## config.mk

```make
export PLATFORM = sky130hd
export DESIGN_NAME = pefc_top
export DESIGN_NICKNAME = d
export VERILOG_FILES = /design/src/pefc_pkg.sv /design/src/pefc_edge_cell.sv /design/src/pefc_top.sv
export SDC_FILE = /design/constraint.sdc
export NUM_CORES = 1
export LEC_CHECK = 0
export ABC_AREA = 1
export BUFFER_PORTS_ARGS = -buffer_cell sky130_fd_sc_hd__buf_4
export CAP_MARGIN = 0
export CORE_ASPECT_RATIO = 1.75
export CORE_MARGIN = 4
export CORE_UTILIZATION = 55
export CTS_BUF_LIST = sky130_fd_sc_hd__clkbuf_2 sky130_fd_sc_hd__clkbuf_4 sky130_fd_sc_hd__clkbuf_8
export CTS_CLUSTER_DIAMETER = 150
export DETAILED_ROUTE_END_ITERATION = 10
export HOLD_SLACK_MARGIN = 0.06
export PLACE_DENSITY = 0.83
export SYNTH_ARGS = -nofsm -noshare
export SYNTH_HDL_FRONTEND = slang
export SYNTH_SLANG_ARGS = --single-unit
```

## constraint.sdc

```tcl
create_clock -name pclk -period 1.75 [get_ports pclk]
set_clock_uncertainty 0.05 [all_clocks]
set_input_delay 0.175 -clock pclk [delete_from_list [all_inputs] [get_ports pclk]]
set_output_delay 0.175 -clock pclk [all_outputs]
set_load 0.02 [all_outputs]
```

## src/pefc_pkg.sv

```systemverilog
// Shared constants and carrier types for the PLL event flag combiner.
// Assumes a 32-bit APB slave at 40 MHz with byte addresses of four times the register index.
package pefc_pkg;

  localparam int PEFC_ADDR_W = 8;
  localparam int PEFC_DATA_W = 32;
  localparam int PEFC_NSRC = 8;
  localparam int PEFC_NSLEW = 4;

  // Register indices; the byte address is four times the index.
  localparam logic [PEFC_ADDR_W-1:0] PEFC_IDX_LIVE = 8'h0D;
  localparam logic [PEFC_ADDR_W-1:0] PEFC_IDX_MASK = 8'h0E;
  localparam logic [PEFC_ADDR_W-1:0] PEFC_IDX_POL = 8'h0F;
  localparam logic [PEFC_ADDR_W-1:0] PEFC_IDX_FLAG = 8'h10;
  localparam logic [PEFC_ADDR_W-1:0] PEFC_IDX_CTL = 8'h11;
  localparam logic [PEFC_ADDR_W-1:0] PEFC_IDX_SLEW = 8'h12;
  localparam logic [PEFC_ADDR_W-1:0] PEFC_IDX_DRV = 8'h13;

  // Source bit positions inside the flag, mask, polarity and live view registers.
  localparam int PEFC_SRC_P1_LOL = 7;
  localparam int PEFC_SRC_P1_LOS = 6;
  localparam int PEFC_SRC_P2_LOL = 4;
  localparam int PEFC_SRC_P2_LOS = 3;

  // Control, slew status and drive configuration field positions.
  localparam int PEFC_CTL_EN_BIT = 0;
  localparam int PEFC_CTL_AND_BIT = 1;
  localparam int PEFC_SLEW_LSB = 4;
  localparam int PEFC_DRV_OD0_BIT = 0;
  localparam int PEFC_DRV_OD1_BIT = 1;
  localparam int PEFC_DRV_RSV_LSB = 2;
  localparam int PEFC_DRV_SL0_BIT = 4;
  localparam int PEFC_DRV_SL1_BIT = 5;

  // Reset values.
  localparam logic [7:0] PEFC_RST_FLAG = 8'h00;
  localparam logic [7:0] PEFC_RST_MASK = 8'h00;
  localparam logic [7:0] PEFC_RST_POL = 8'h00;
  localparam logic [1:0] PEFC_RST_CTL = 2'h0;
  localparam logic [5:0] PEFC_RST_DRV = 6'h00;

  typedef struct packed {
    logic psel;
    logic penable;
    logic pwrite;
    logic [PEFC_ADDR_W-1:0] paddr;
    logic [PEFC_DATA_W-1:0] pwdata;
  } pefc_apb_req_t;

  typedef struct packed {
    logic pready;
    logic [PEFC_DATA_W-1:0] prdata;
    logic pslverr;
  } pefc_apb_rsp_t;

  // Packed so that the first member lands on bit 7.
  typedef struct packed {
    logic pll1_lock_loss_src;
    logic pll1_input_loss_src;
    logic pll1_vco_calib_src;
    logic pll2_lock_loss_src;
    logic pll2_input_loss_src;
    logic pll2_vco_calib_src;
    logic pll1_switchback_src;
    logic pll2_switchback_src;
  } pefc_src_t;

  typedef struct packed {
    logic sec_ref_rise_ok;
    logic sec_ref_fall_ok;
    logic pri_ref_rise_ok;
    logic pri_ref_fall_ok;
  } pefc_slew_t;

  typedef struct packed {
    logic out;
    logic oe;
  } pefc_pin_t;

endpackage

```

## src/pefc_edge_cell.sv

```systemverilog
// One sticky event flag with its own edge detector.
// Assumes a source already synchronised to pclk.
`timescale 1ns/1ps
module pefc_edge_cell (
  // Clock and reset
  input wire logic pclk,
  input wire logic presetn,
  // Source and controls
  input wire logic src,
  input wire logic pol,
  input wire logic capture_en,
  input wire logic clear_req,
  // Results
  output logic flag,
  output logic edge_hit
);

  logic prev_reg;
  logic prev_next;
  logic flag_reg;
  logic flag_next;

  always_comb begin
    prev_next = src;
    edge_hit = pol ? (src & ~prev_reg) : (~src & prev_reg);
    // A capture in the same cycle as a clear keeps the flag set.
    flag_next = (edge_hit & capture_en) | (flag_reg & ~clear_req);
  end

  always_ff @(posedge pclk or negedge presetn) begin
    if (!presetn) begin
      prev_reg <= 1'b0;
      flag_reg <= 1'b0;
    end else begin
      prev_reg <= prev_next;
      flag_reg <= flag_next;
    end
  end

  assign flag = flag_reg;
endmodule

```

## src/pefc_top.sv

```systemverilog
// PLL event flag combiner: sticky flags, masks, combine logic and status pin drive.
// Assumes an APB master on pclk and event sources and slew indicators from other domains.
//
// What this block does
// Eight sticky flags, bits 7..0, set by a source edge of programmed polarity.
// Writing zero to a flag bit clears it; software acknowledges this way.
// Flags capture edges only while the global enable is one.
// Control bit 1 high: interrupt only when all unmasked flags are active.
// Control bit 1 low, its reset value: any unmasked flag raises the interrupt.
// Control bit 0 is global enable, resets low, silences both status pins.
// A live view shows the present level of every source, with each lock-loss bit hidden under input loss as in R15.
// Four read-only slew valid bits in 7..4, low four bits reserved.
// Drive bits 1 and 0 select open-drain on status pins one and zero.
// Drive bits 5 and 4 select spike-limited drive on pins one and zero.
// Writing one leaves a flag; a coinciding edge beats the clear.
// Combination uses masked flags; masked sources are ignored in AND and OR.
// Polarity bit one detects rising edges, zero falling; all reset to zero.
// A mask bit of one keeps its source off the interrupt; masks reset zero.
// Input loss on a PLL hides that PLL's lock-loss source.
//
// Added by the designer: register access over APB.
`timescale 1ns/1ps
module pefc_top (
  // Clock and reset
  input wire logic pclk,
  input wire logic presetn,
  // APB slave
  input wire pefc_pkg::pefc_apb_req_t apb_req,
  output pefc_pkg::pefc_apb_rsp_t apb_rsp,
  // Event sources and slew indicators, asynchronous
  input wire pefc_pkg::pefc_src_t src_in,
  input wire pefc_pkg::pefc_slew_t slew_in,
  // Status pins
  output pefc_pkg::pefc_pin_t status_pin_zero,
  output pefc_pkg::pefc_pin_t status_pin_one,
  // Pad drive strength selects
  output logic stat_pin0_spike_limit,
  output logic stat_pin1_spike_limit
);
  import pefc_pkg::*;

  localparam int SYNC_W = PEFC_NSRC + PEFC_NSLEW;

  // Synchronisers.
  logic [SYNC_W-1:0] meta_reg;
  logic [SYNC_W-1:0] sync_reg;

  always_ff @(posedge pclk or negedge presetn) begin
    if (!presetn) begin
      meta_reg <= '0;
      sync_reg <= '0;
    end else begin
      meta_reg <= {src_in, slew_in};
      sync_reg <= meta_reg;
    end
  end

  logic [PEFC_NSRC-1:0] src_raw;
  logic [PEFC_NSLEW-1:0] slew_sync;
  logic [PEFC_NSRC-1:0] irq_source_live_view;

  always_comb begin
    src_raw = sync_reg[SYNC_W-1:PEFC_NSLEW];
    slew_sync = sync_reg[PEFC_NSLEW-1:0];
    irq_source_live_view = src_raw;
    // Input loss explains the lock loss, so only the input-loss source is raised.
    irq_source_live_view[PEFC_SRC_P1_LOL] = src_raw[PEFC_SRC_P1_LOL] &
                                            ~src_raw[PEFC_SRC_P1_LOS];
    irq_source_live_view[PEFC_SRC_P2_LOL] = src_raw[PEFC_SRC_P2_LOL] &
                                            ~src_raw[PEFC_SRC_P2_LOS];
  end

  // Register state.
  logic [7:0] int_mask_reg;
  logic [7:0] int_mask_next;
  logic [7:0] edge_polarity_reg;
  logic [7:0] edge_polarity_next;
  logic [1:0] irq_control_reg;
  logic [1:0] irq_control_next;
  logic [5:0] status_pin_drive_config_reg;
  logic [5:0] status_pin_drive_config_next;
  logic [PEFC_DATA_W-1:0] prdata_reg;
  logic [PEFC_DATA_W-1:0] prdata_next;
  logic pready_reg;
  logic pready_next;
  logic pslverr_reg;
  logic pslverr_next;

  logic [PEFC_NSRC-1:0] event_flag_sticky;
  logic [PEFC_NSRC-1:0] edge_hit;
  logic [PEFC_NSRC-1:0] flag_clear;
  logic ctl_en;
  logic ctl_and;
  logic setup;
  logic wr_take;
  logic wr_flag;
  logic hit;
  logic [PEFC_DATA_W-1:0] rd_data;
  logic [PEFC_ADDR_W-1:0] a;

  assign ctl_en = irq_control_reg[PEFC_CTL_EN_BIT];
  assign ctl_and = irq_control_reg[PEFC_CTL_AND_BIT];
  assign setup = apb_req.psel & ~apb_req.penable;
  assign wr_take = apb_req.psel & apb_req.penable & pready_reg & apb_req.pwrite;
  assign a = apb_req.paddr;
  assign wr_flag = wr_take & (a == PEFC_ADDR_W'(PEFC_IDX_FLAG * 4));
  assign flag_clear = wr_flag ? ~apb_req.pwdata[PEFC_NSRC-1:0] : '0;

  // Address decode for reads and for the error answer.
  always_comb begin
    rd_data = '0;
    hit = 1'b1;
    if (a == PEFC_ADDR_W'(PEFC_IDX_LIVE * 4)) begin
      rd_data[PEFC_NSRC-1:0] = irq_source_live_view;
    end else if (a == PEFC_ADDR_W'(PEFC_IDX_MASK * 4)) begin
      rd_data[7:0] = int_mask_reg;
    end else if (a == PEFC_ADDR_W'(PEFC_IDX_POL * 4)) begin
      rd_data[7:0] = edge_polarity_reg;
    end else if (a == PEFC_ADDR_W'(PEFC_IDX_FLAG * 4)) begin
      rd_data[PEFC_NSRC-1:0] = event_flag_sticky;
    end else if (a == PEFC_ADDR_W'(PEFC_IDX_CTL * 4)) begin
      rd_data[1:0] = irq_control_reg;
    end else if (a == PEFC_ADDR_W'(PEFC_IDX_SLEW * 4)) begin
      rd_data[PEFC_SLEW_LSB +: PEFC_NSLEW] = slew_sync;
    end else if (a == PEFC_ADDR_W'(PEFC_IDX_DRV * 4)) begin
      rd_data[5:0] = status_pin_drive_config_reg;
    end else begin
      hit = 1'b0;
    end
  end

  // Every transfer completes in the first access cycle; read data is captured at setup.
  always_comb begin
    pready_next = setup;
    prdata_next = prdata_reg;
    pslverr_next = 1'b0;
    if (setup) begin
      prdata_next = apb_req.pwrite ? '0 : rd_data;
      pslverr_next = ~hit;
    end
  end

  always_comb begin
    int_mask_next = int_mask_reg;
    edge_polarity_next = edge_polarity_reg;
    irq_control_next = irq_control_reg;
    status_pin_drive_config_next = status_pin_drive_config_reg;
    if (wr_take) begin
      if (a == PEFC_ADDR_W'(PEFC_IDX_MASK * 4)) begin
        int_mask_next = apb_req.pwdata[7:0];
      end else if (a == PEFC_ADDR_W'(PEFC_IDX_POL * 4)) begin
        edge_polarity_next = apb_req.pwdata[7:0];
      end else if (a == PEFC_ADDR_W'(PEFC_IDX_CTL * 4)) begin
        irq_control_next = apb_req.pwdata[1:0];
      end else if (a == PEFC_ADDR_W'(PEFC_IDX_DRV * 4)) begin
        status_pin_drive_config_next = apb_req.pwdata[5:0];
      end
    end
  end

  always_ff @(posedge pclk or negedge presetn) begin
    if (!presetn) begin
      int_mask_reg <= PEFC_RST_MASK;
      edge_polarity_reg <= PEFC_RST_POL;
      irq_control_reg <= PEFC_RST_CTL;
      status_pin_drive_config_reg <= PEFC_RST_DRV;
      prdata_reg <= '0;
      pready_reg <= 1'b0;
      pslverr_reg <= 1'b0;
    end else begin
      int_mask_reg <= int_mask_next;
      edge_polarity_reg <= edge_polarity_next;
      irq_control_reg <= irq_control_next;
      status_pin_drive_config_reg <= status_pin_drive_config_next;
      prdata_reg <= prdata_next;
      pready_reg <= pready_next;
      pslverr_reg <= pslverr_next;
    end
  end

  assign apb_rsp.pready = pready_reg;
  assign apb_rsp.prdata = prdata_reg;
  assign apb_rsp.pslverr = pslverr_reg;

  // Sticky flags, one cell per source.
  for (genvar i = 0; i < PEFC_NSRC; i++) begin : g_cell
    pefc_edge_cell u_cell (
      .pclk(pclk),
      .presetn(presetn),
      .src(irq_source_live_view[i]),
      .pol(edge_polarity_reg[i]),
      .capture_en(ctl_en),
      .clear_req(flag_clear[i]),
      .flag(event_flag_sticky[i]),
      .edge_hit(edge_hit[i])
    );
  end

  // Combination. With every source masked the AND form would be vacuous, so it stays low.
  logic irq_reg;
  logic irq_next;
  logic [PEFC_NSRC-1:0] live_flags;
  logic od0;
  logic od1;
  pefc_pin_t pin0_reg;
  pefc_pin_t pin0_next;
  pefc_pin_t pin1_reg;
  pefc_pin_t pin1_next;
  logic sl0_reg;
  logic sl1_reg;

  assign od0 = status_pin_drive_config_reg[PEFC_DRV_OD0_BIT];
  assign od1 = status_pin_drive_config_reg[PEFC_DRV_OD1_BIT];

  always_comb begin
    live_flags = event_flag_sticky & ~int_mask_reg;
    if (!ctl_en) begin
      irq_next = 1'b0;
    end else if (ctl_and) begin
      irq_next = (&(event_flag_sticky | int_mask_reg)) & ~(&int_mask_reg);
    end else begin
      irq_next = |live_flags;
    end
    // Open drain can only pull low, so it signals by driving and is released otherwise.
    pin0_next.out = od0 ? 1'b0 : irq_next;
    pin0_next.oe = od0 ? irq_next : 1'b1;
    pin1_next.out = od1 ? 1'b0 : irq_next;
    pin1_next.oe = od1 ? irq_next : 1'b1;
  end

  always_ff @(posedge pclk or negedge presetn) begin
    if (!presetn) begin
      irq_reg <= 1'b0;
      pin0_reg <= '{out: 1'b0, oe: 1'b1};
      pin1_reg <= '{out: 1'b0, oe: 1'b1};
      sl0_reg <= 1'b0;
      sl1_reg <= 1'b0;
    end else begin
      irq_reg <= irq_next;
      pin0_reg <= pin0_next;
      pin1_reg <= pin1_next;
      sl0_reg <= status_pin_drive_config_next[PEFC_DRV_SL0_BIT];
      sl1_reg <= status_pin_drive_config_next[PEFC_DRV_SL1_BIT];
    end
  end

  assign status_pin_zero = pin0_reg;
  assign status_pin_one = pin1_reg;
  assign stat_pin0_spike_limit = sl0_reg;
  assign stat_pin1_spike_limit = sl1_reg;
endmodule

```

**Yosys cells after proc, flatten, opt, wreduce, memory -nomap -nowiden**

Index checks and enable logic that the tools add are counted.

- Bitwise gates (word level): 82
- $add $sub $neg: 0
- Multiply operators: 0
- Shift-type cells: 0
- $lt $le $gt $ge: 0
- Muxes and demuxes: 39
- Divide/modulo/power cells: 0
- Reduce and logical (&&, ||, !) cells: 7
- Eq/ne operators: 7

Operator list:

| kind | number |
|---|---|
| 8-bit two-way mux | 6 |
| 6-bit two-way mux | 7 |
| 1-bit bitwise AND | 40 |
| 8-bit by 7-bit equality test with 1-bit output (second input constant) | 4 |
| 1-bit inverter | 30 |
| 8-bit by 6-bit equality test with 1-bit output (second input constant) | 3 |
| 1-bit two-way mux | 22 |
| 8-bit inverter | 2 |
| 8-bit AND reduction | 2 |
| 8-bit bitwise AND | 1 |
| 1-bit bitwise OR | 8 |
| 8-bit bitwise OR | 1 |
| 8-bit OR reduction | 1 |
| 2-bit two-way mux | 3 |
| 5-bit AND reduction | 1 |
| 4-bit two-way mux | 1 |
| 4-bit AND reduction | 1 |
| 3-bit AND reduction | 1 |
| 2-bit AND reduction | 1 |

- Bits in writable memories: 0
- Bits in latches: 0
- Register bits after elaboration: 104
- Output and inout bits: 40
- ROM bits: 0
- Memories: 0

**Logic depth before layout (Yosys ltp)**

- Depth in word-level cells: 10
- Mapped depth: 10
- Depth with buffers taken out: 9

**Hierarchy**

A second synthesis with hierarchy kept.

- Cell total of the unflattened synthesis: 463
- Area total of the unflattened synthesis: 3766.1 um^2

Modules (own cells, without submodules):

| module | times used | area each (um^2) | sequential area each (um^2) | cells an instance |
|---|---|---|---|---|
| pefc_top | 1 | 2975.4 | 1554.0 | 351 |
| pefc_edge_cell | 8 | 98.8 | 50.0 | 14 |

**Worst setup path after synthesis**

OpenSTA, ideal clock, no wires.

- Kind: input to register
- From: in apb_req[39] (netlist bit)
- To: reg prdata_reg[0]
- Arrival time: 1.033 ns
- Cell stages on the path: 9
- Buffers on the path: 1
- Slack: 0.551 ns
- Required time: 1.584 ns
- Library setup time: 0.116 ns
- Path through: nor2_1 -> nand3_2 -> inv_2 -> nand2_2 -> buf_6 -> o21ai_1 -> inv_1 -> nand2_1 -> nand2_1

- Cells in the longest elaborated chain, start to end: 9

RTL lines:

| item | RTL line | source |
|---|---|---|
| from (decl) | pefc_top.sv:28 | `input wire pefc_pkg::pefc_apb_req_t apb_req,` |
| 8-bit by 7-bit equality test with 1-bit output | pefc_top.sv:125 | `end else if (a == PEFC_ADDR_W'(PEFC_IDX_DRV * 4)) begin` |
| 6-bit two-way mux | pefc_top.sv:125 |  |
| 4-bit two-way mux | pefc_top.sv:123 | `end else if (a == PEFC_ADDR_W'(PEFC_IDX_SLEW * 4)) begin` |
| 2-bit two-way mux | pefc_top.sv:121 | `end else if (a == PEFC_ADDR_W'(PEFC_IDX_CTL * 4)) begin` |
| 8-bit two-way mux | pefc_top.sv:119 | `end else if (a == PEFC_ADDR_W'(PEFC_IDX_FLAG * 4)) begin` |
| 8-bit two-way mux | pefc_top.sv:117 | `end else if (a == PEFC_ADDR_W'(PEFC_IDX_POL * 4)) begin` |
| 8-bit two-way mux | pefc_top.sv:115 | `end else if (a == PEFC_ADDR_W'(PEFC_IDX_MASK * 4)) begin` |
| 8-bit two-way mux * | pefc_top.sv:113 | `if (a == PEFC_ADDR_W'(PEFC_IDX_LIVE * 4)) begin` |
| 8-bit two-way mux * | pefc_top.sv:138 | `prdata_next = apb_req.pwrite ? '0 : rd_data;` |
| to (signal assigned) | pefc_top.sv:175 | `prdata_reg <= prdata_next;` |
| to (decl) | pefc_top.sv:82 | `logic [PEFC_DATA_W-1:0] prdata_reg;` |

Mark *: on every way between the ends. The rest lies on a longest branch, timed or not.
A chain may end at the register's enable or synchronous reset.

**Worst setup path in the final report**

- From: in apb_req[41] (netlist bit)
- To: reg prdata_reg[4]

- Cells in the longest elaborated chain, start to end: 2

RTL lines:

| item | RTL line | source |
|---|---|---|
| 1-bit inverter | pefc_top.sv:103 | `assign setup = apb_req.psel & ~apb_req.penable;` |
| 1-bit bitwise AND | pefc_top.sv:103 |  |
| net pready_next | pefc_top.sv:85 | `logic pready_next;` |

The timed path passes the listed nets, and every way through them passes these cells.

==> flow_summary.ini <==
[run_status]
status = complete, no violations

[global_route]
antenna_found_initial = 0
grt_max_degree = 39
grt_overflow = 0
met2_usage_pct = 38.52
gr-usage-met1_pct = 25.64
busiest_layer = met2
gr-usage-met3_pct = 4.987
grt_pass1_wl_um = 13750
grt_pass1_vias = 2874
grtUsageTotal_pct = 22.80

[worst_setup_path]
worstSetupPathType = in2reg
critPathSlowestCell = dlygate4sd3_1
end_kind = flip-flop
cp_max_fo = 9
crit_chain = dlygate4sd3_1 -> buf_4 -> nor2_2 -> inv_2 -> nor2_1 -> buf_4 -> o21ai_1 -> inv_1 -> nand2_1 -> nand2_1
critPathCapture = prdata_reg[4]
rrSetupSlack_ns = 0.46
cpPeakStageDelay_ns = 0.53
reg2reg_from = pready_reg
worstReg2RegEnd = g_cell[5].u_cell.flag
start_kind = input pin
rr_worst_depth = 5
arrival_ns = 1.69
critPathRequiredTime_ns = 1.99
startpoint = apb_req[41]

[route]
drt_iter0_drc = 170
ant_nets = 0
wirelength_um = 8394
vias_per_cell = 5.153
route.vias.total = 2932
routed_wire_length_per_instance_um = 14.75
route.detailed.drc = 0
drtPass1Iterations = 5

[floorplanning]
io-pin-count = 97
die-width_um = 69.33
fp-row-count = 38
die_y_um = 115.3
die_area_um2 = 7994
initial_core_util_pct = 57.24
coreArea_um2 = 6324

[clock_tree]
clk_pin_slew_ns = 0.08
numCtsBuffers = 9
cts_tree = built
clk_latency_ns = 0.35
cts_sinks = 78
htreeDepth = 3
post-cts-setup-buffers = 0
root_buffer = clkbuf_8
clockBufferDepth = 2

[power]
powerDensity_nw_per_um2 = 779.1
p_leak_nw = 2.251
ir_drop_uv = 722.0

[cells_and_area]
insertedDiodeCount = 0
layout-drive-gt1-share_pct = 21.68
fillerInstances = 494
design_area_um2 = 4412
synthToLayoutAreaGrowth_pct = 21.88
postLayoutCoreUtil_pct = 69.77
fin_nets = 541

[sta]
tns_ns = 0
hold_violations = 0
max_slew_margin_pct = 65.77
period_minus_slack_ns = 1.455
worst_pin_slew_ns = 0.5134
rsz0062_at_grt = false
finalSetupViolCount = 0
period_share_pct = 83.14
drv_slew = 0
fmaxAchievable_mhz = 687.4

[job]
drv_cap = 0

[yosys]
netlist_area_um2 = 3620
yosysUniqueCellTypes = 31
syn_inst = 404
yosys.area.top_type = dfrtp_1
ys_ff_latch = 78
yosys-top-cells-count = nand2_1, dfrtp_1, inv_1
synth_async_sr_flop_share_pct = 100.0
yosysSeqAreaShare_pct = 53.99
synth_area_leaders = dfrtp_1, nand2_1, buf_4
synth_ff_type = dfrtp_1
synth_edf_count = 0
synth_top_area_share_pct = 52.54
avgSynthCellArea_um2 = 8.960
yosysWarningCount = 0
synth_most_common_cell = nand2_1

[placed_design]
place_hpwl_um = 6047
post_dp_cell_area_um2 = 3991
place_congestion = 0.9374
portBuffers = 48

[hold_path]
worst_hold_path_type = in2reg
critical path: cells and delay by family:
family	cells	cell delay (ns)
buffers and inverters	5	1.03
AND/OR/NAND/NOR	4	0.40
AO/OA/AOI/OAI	1	0.08
layer usage:
metal  routed length, µm  up-vias
met1                2856     1390
met3                 444       27
li1                    -     1414
met4                 353        0
met5                   0        -
met2                4739      101
cells by family (layout without fill, tap and decap cells):
group | count (synthesis) | count (layout) | synth area share, %
buffers and inverters | 82 | 144 | 11.99
DFF | 78 | 78 | 53.99
other | 1 | 24 | 0.1036
and+or+nand+nor | 169 | 169 | 22.61
AOI/OAI and AO/OA | 74 | 74 | 11.30
worst min-delay path by stage:
stage | end | from | slack [ns] | cells after the start
2_1_floorplan | edge_polarity_reg[0] | presetn | -0.17 | 0
3_3_place_gp | meta_reg[11] | presetn | 0.05 | 1
3_5_place_dp | meta_reg[11] | presetn | 0.05 | 1
4_1_cts | pslverr_reg | apb_req[42] | 0.1 | 5
5_1_grt | pslverr_reg | apb_req[42] | 0.16 | 5
6_report | pslverr_reg | apb_req[42] | 0.11 | 5
cell usage in the layout, fill, tap and decap left out, types with 4 or more instances in the layout:
master | synthesis | routed
nor2_1 | 17 | 17
inv_2 | 4 | 4
o21ai_2 | 8 | 8
buf_4 | 26 | 55
nand4_1 | 4 | 4
clkbuf_8 | 0 | 11
nand2_1 | 87 | 87
conb_1 | 1 | 24
a21oi_1 | 8 | 8
dlygate4sd3_1 | 0 | 23
nand3_1 | 36 | 36
o21ai_0 | 20 | 20
dfrtp_1 | 76 | 76
nand2_2 | 4 | 4
inv_1 | 43 | 43
o21ai_1 | 33 | 33
metrics by stage:
step	cells	hold WS, ns	setup WS, ns	power (mW)
6_report	569	0.1149	0.2951	3.437
3_5_place_dp	530	0.04946	0.2059	2.167
3_3_place_gp	530	0.04959	0.2138	2.157
4_1_cts	569	0.09528	0.3013	3.466
2_1_floorplan	427	-0.1706	0.5509	2.067
5_1_grt	569	0.1563	0.1217	3.583
where the power goes:
part	leakage (nW)	switching, mW	total, mW	internal, mW
sequential	0.967	0.0218	1.87	1.85
combinational	1.19	0.185	0.304	0.119
clock	0.0972	0.621	1.27	0.644
timing repair:
item,4_1_cts,5_1_grt
hold buffers,23,0
hold endpoints to repair,102,0
resized for setup,0,0
endpoints found under the setup margin,0,0
final cells by class:
type	instances	area [µm²]	share of cell area (%)
Multi-Input combinational cell	267	1318	29.86
Clock inverter	2	16.27	0.3687
Inverter	49	186.4	4.226
Timing Repair Buffer	79	663.1	15.03
Sequential cell	78	1954	44.30
Clock buffer	14	173.9	3.942
Tap cell	80	100.1	2.269
Note: power is estimated with default switching activity, not from simulation.
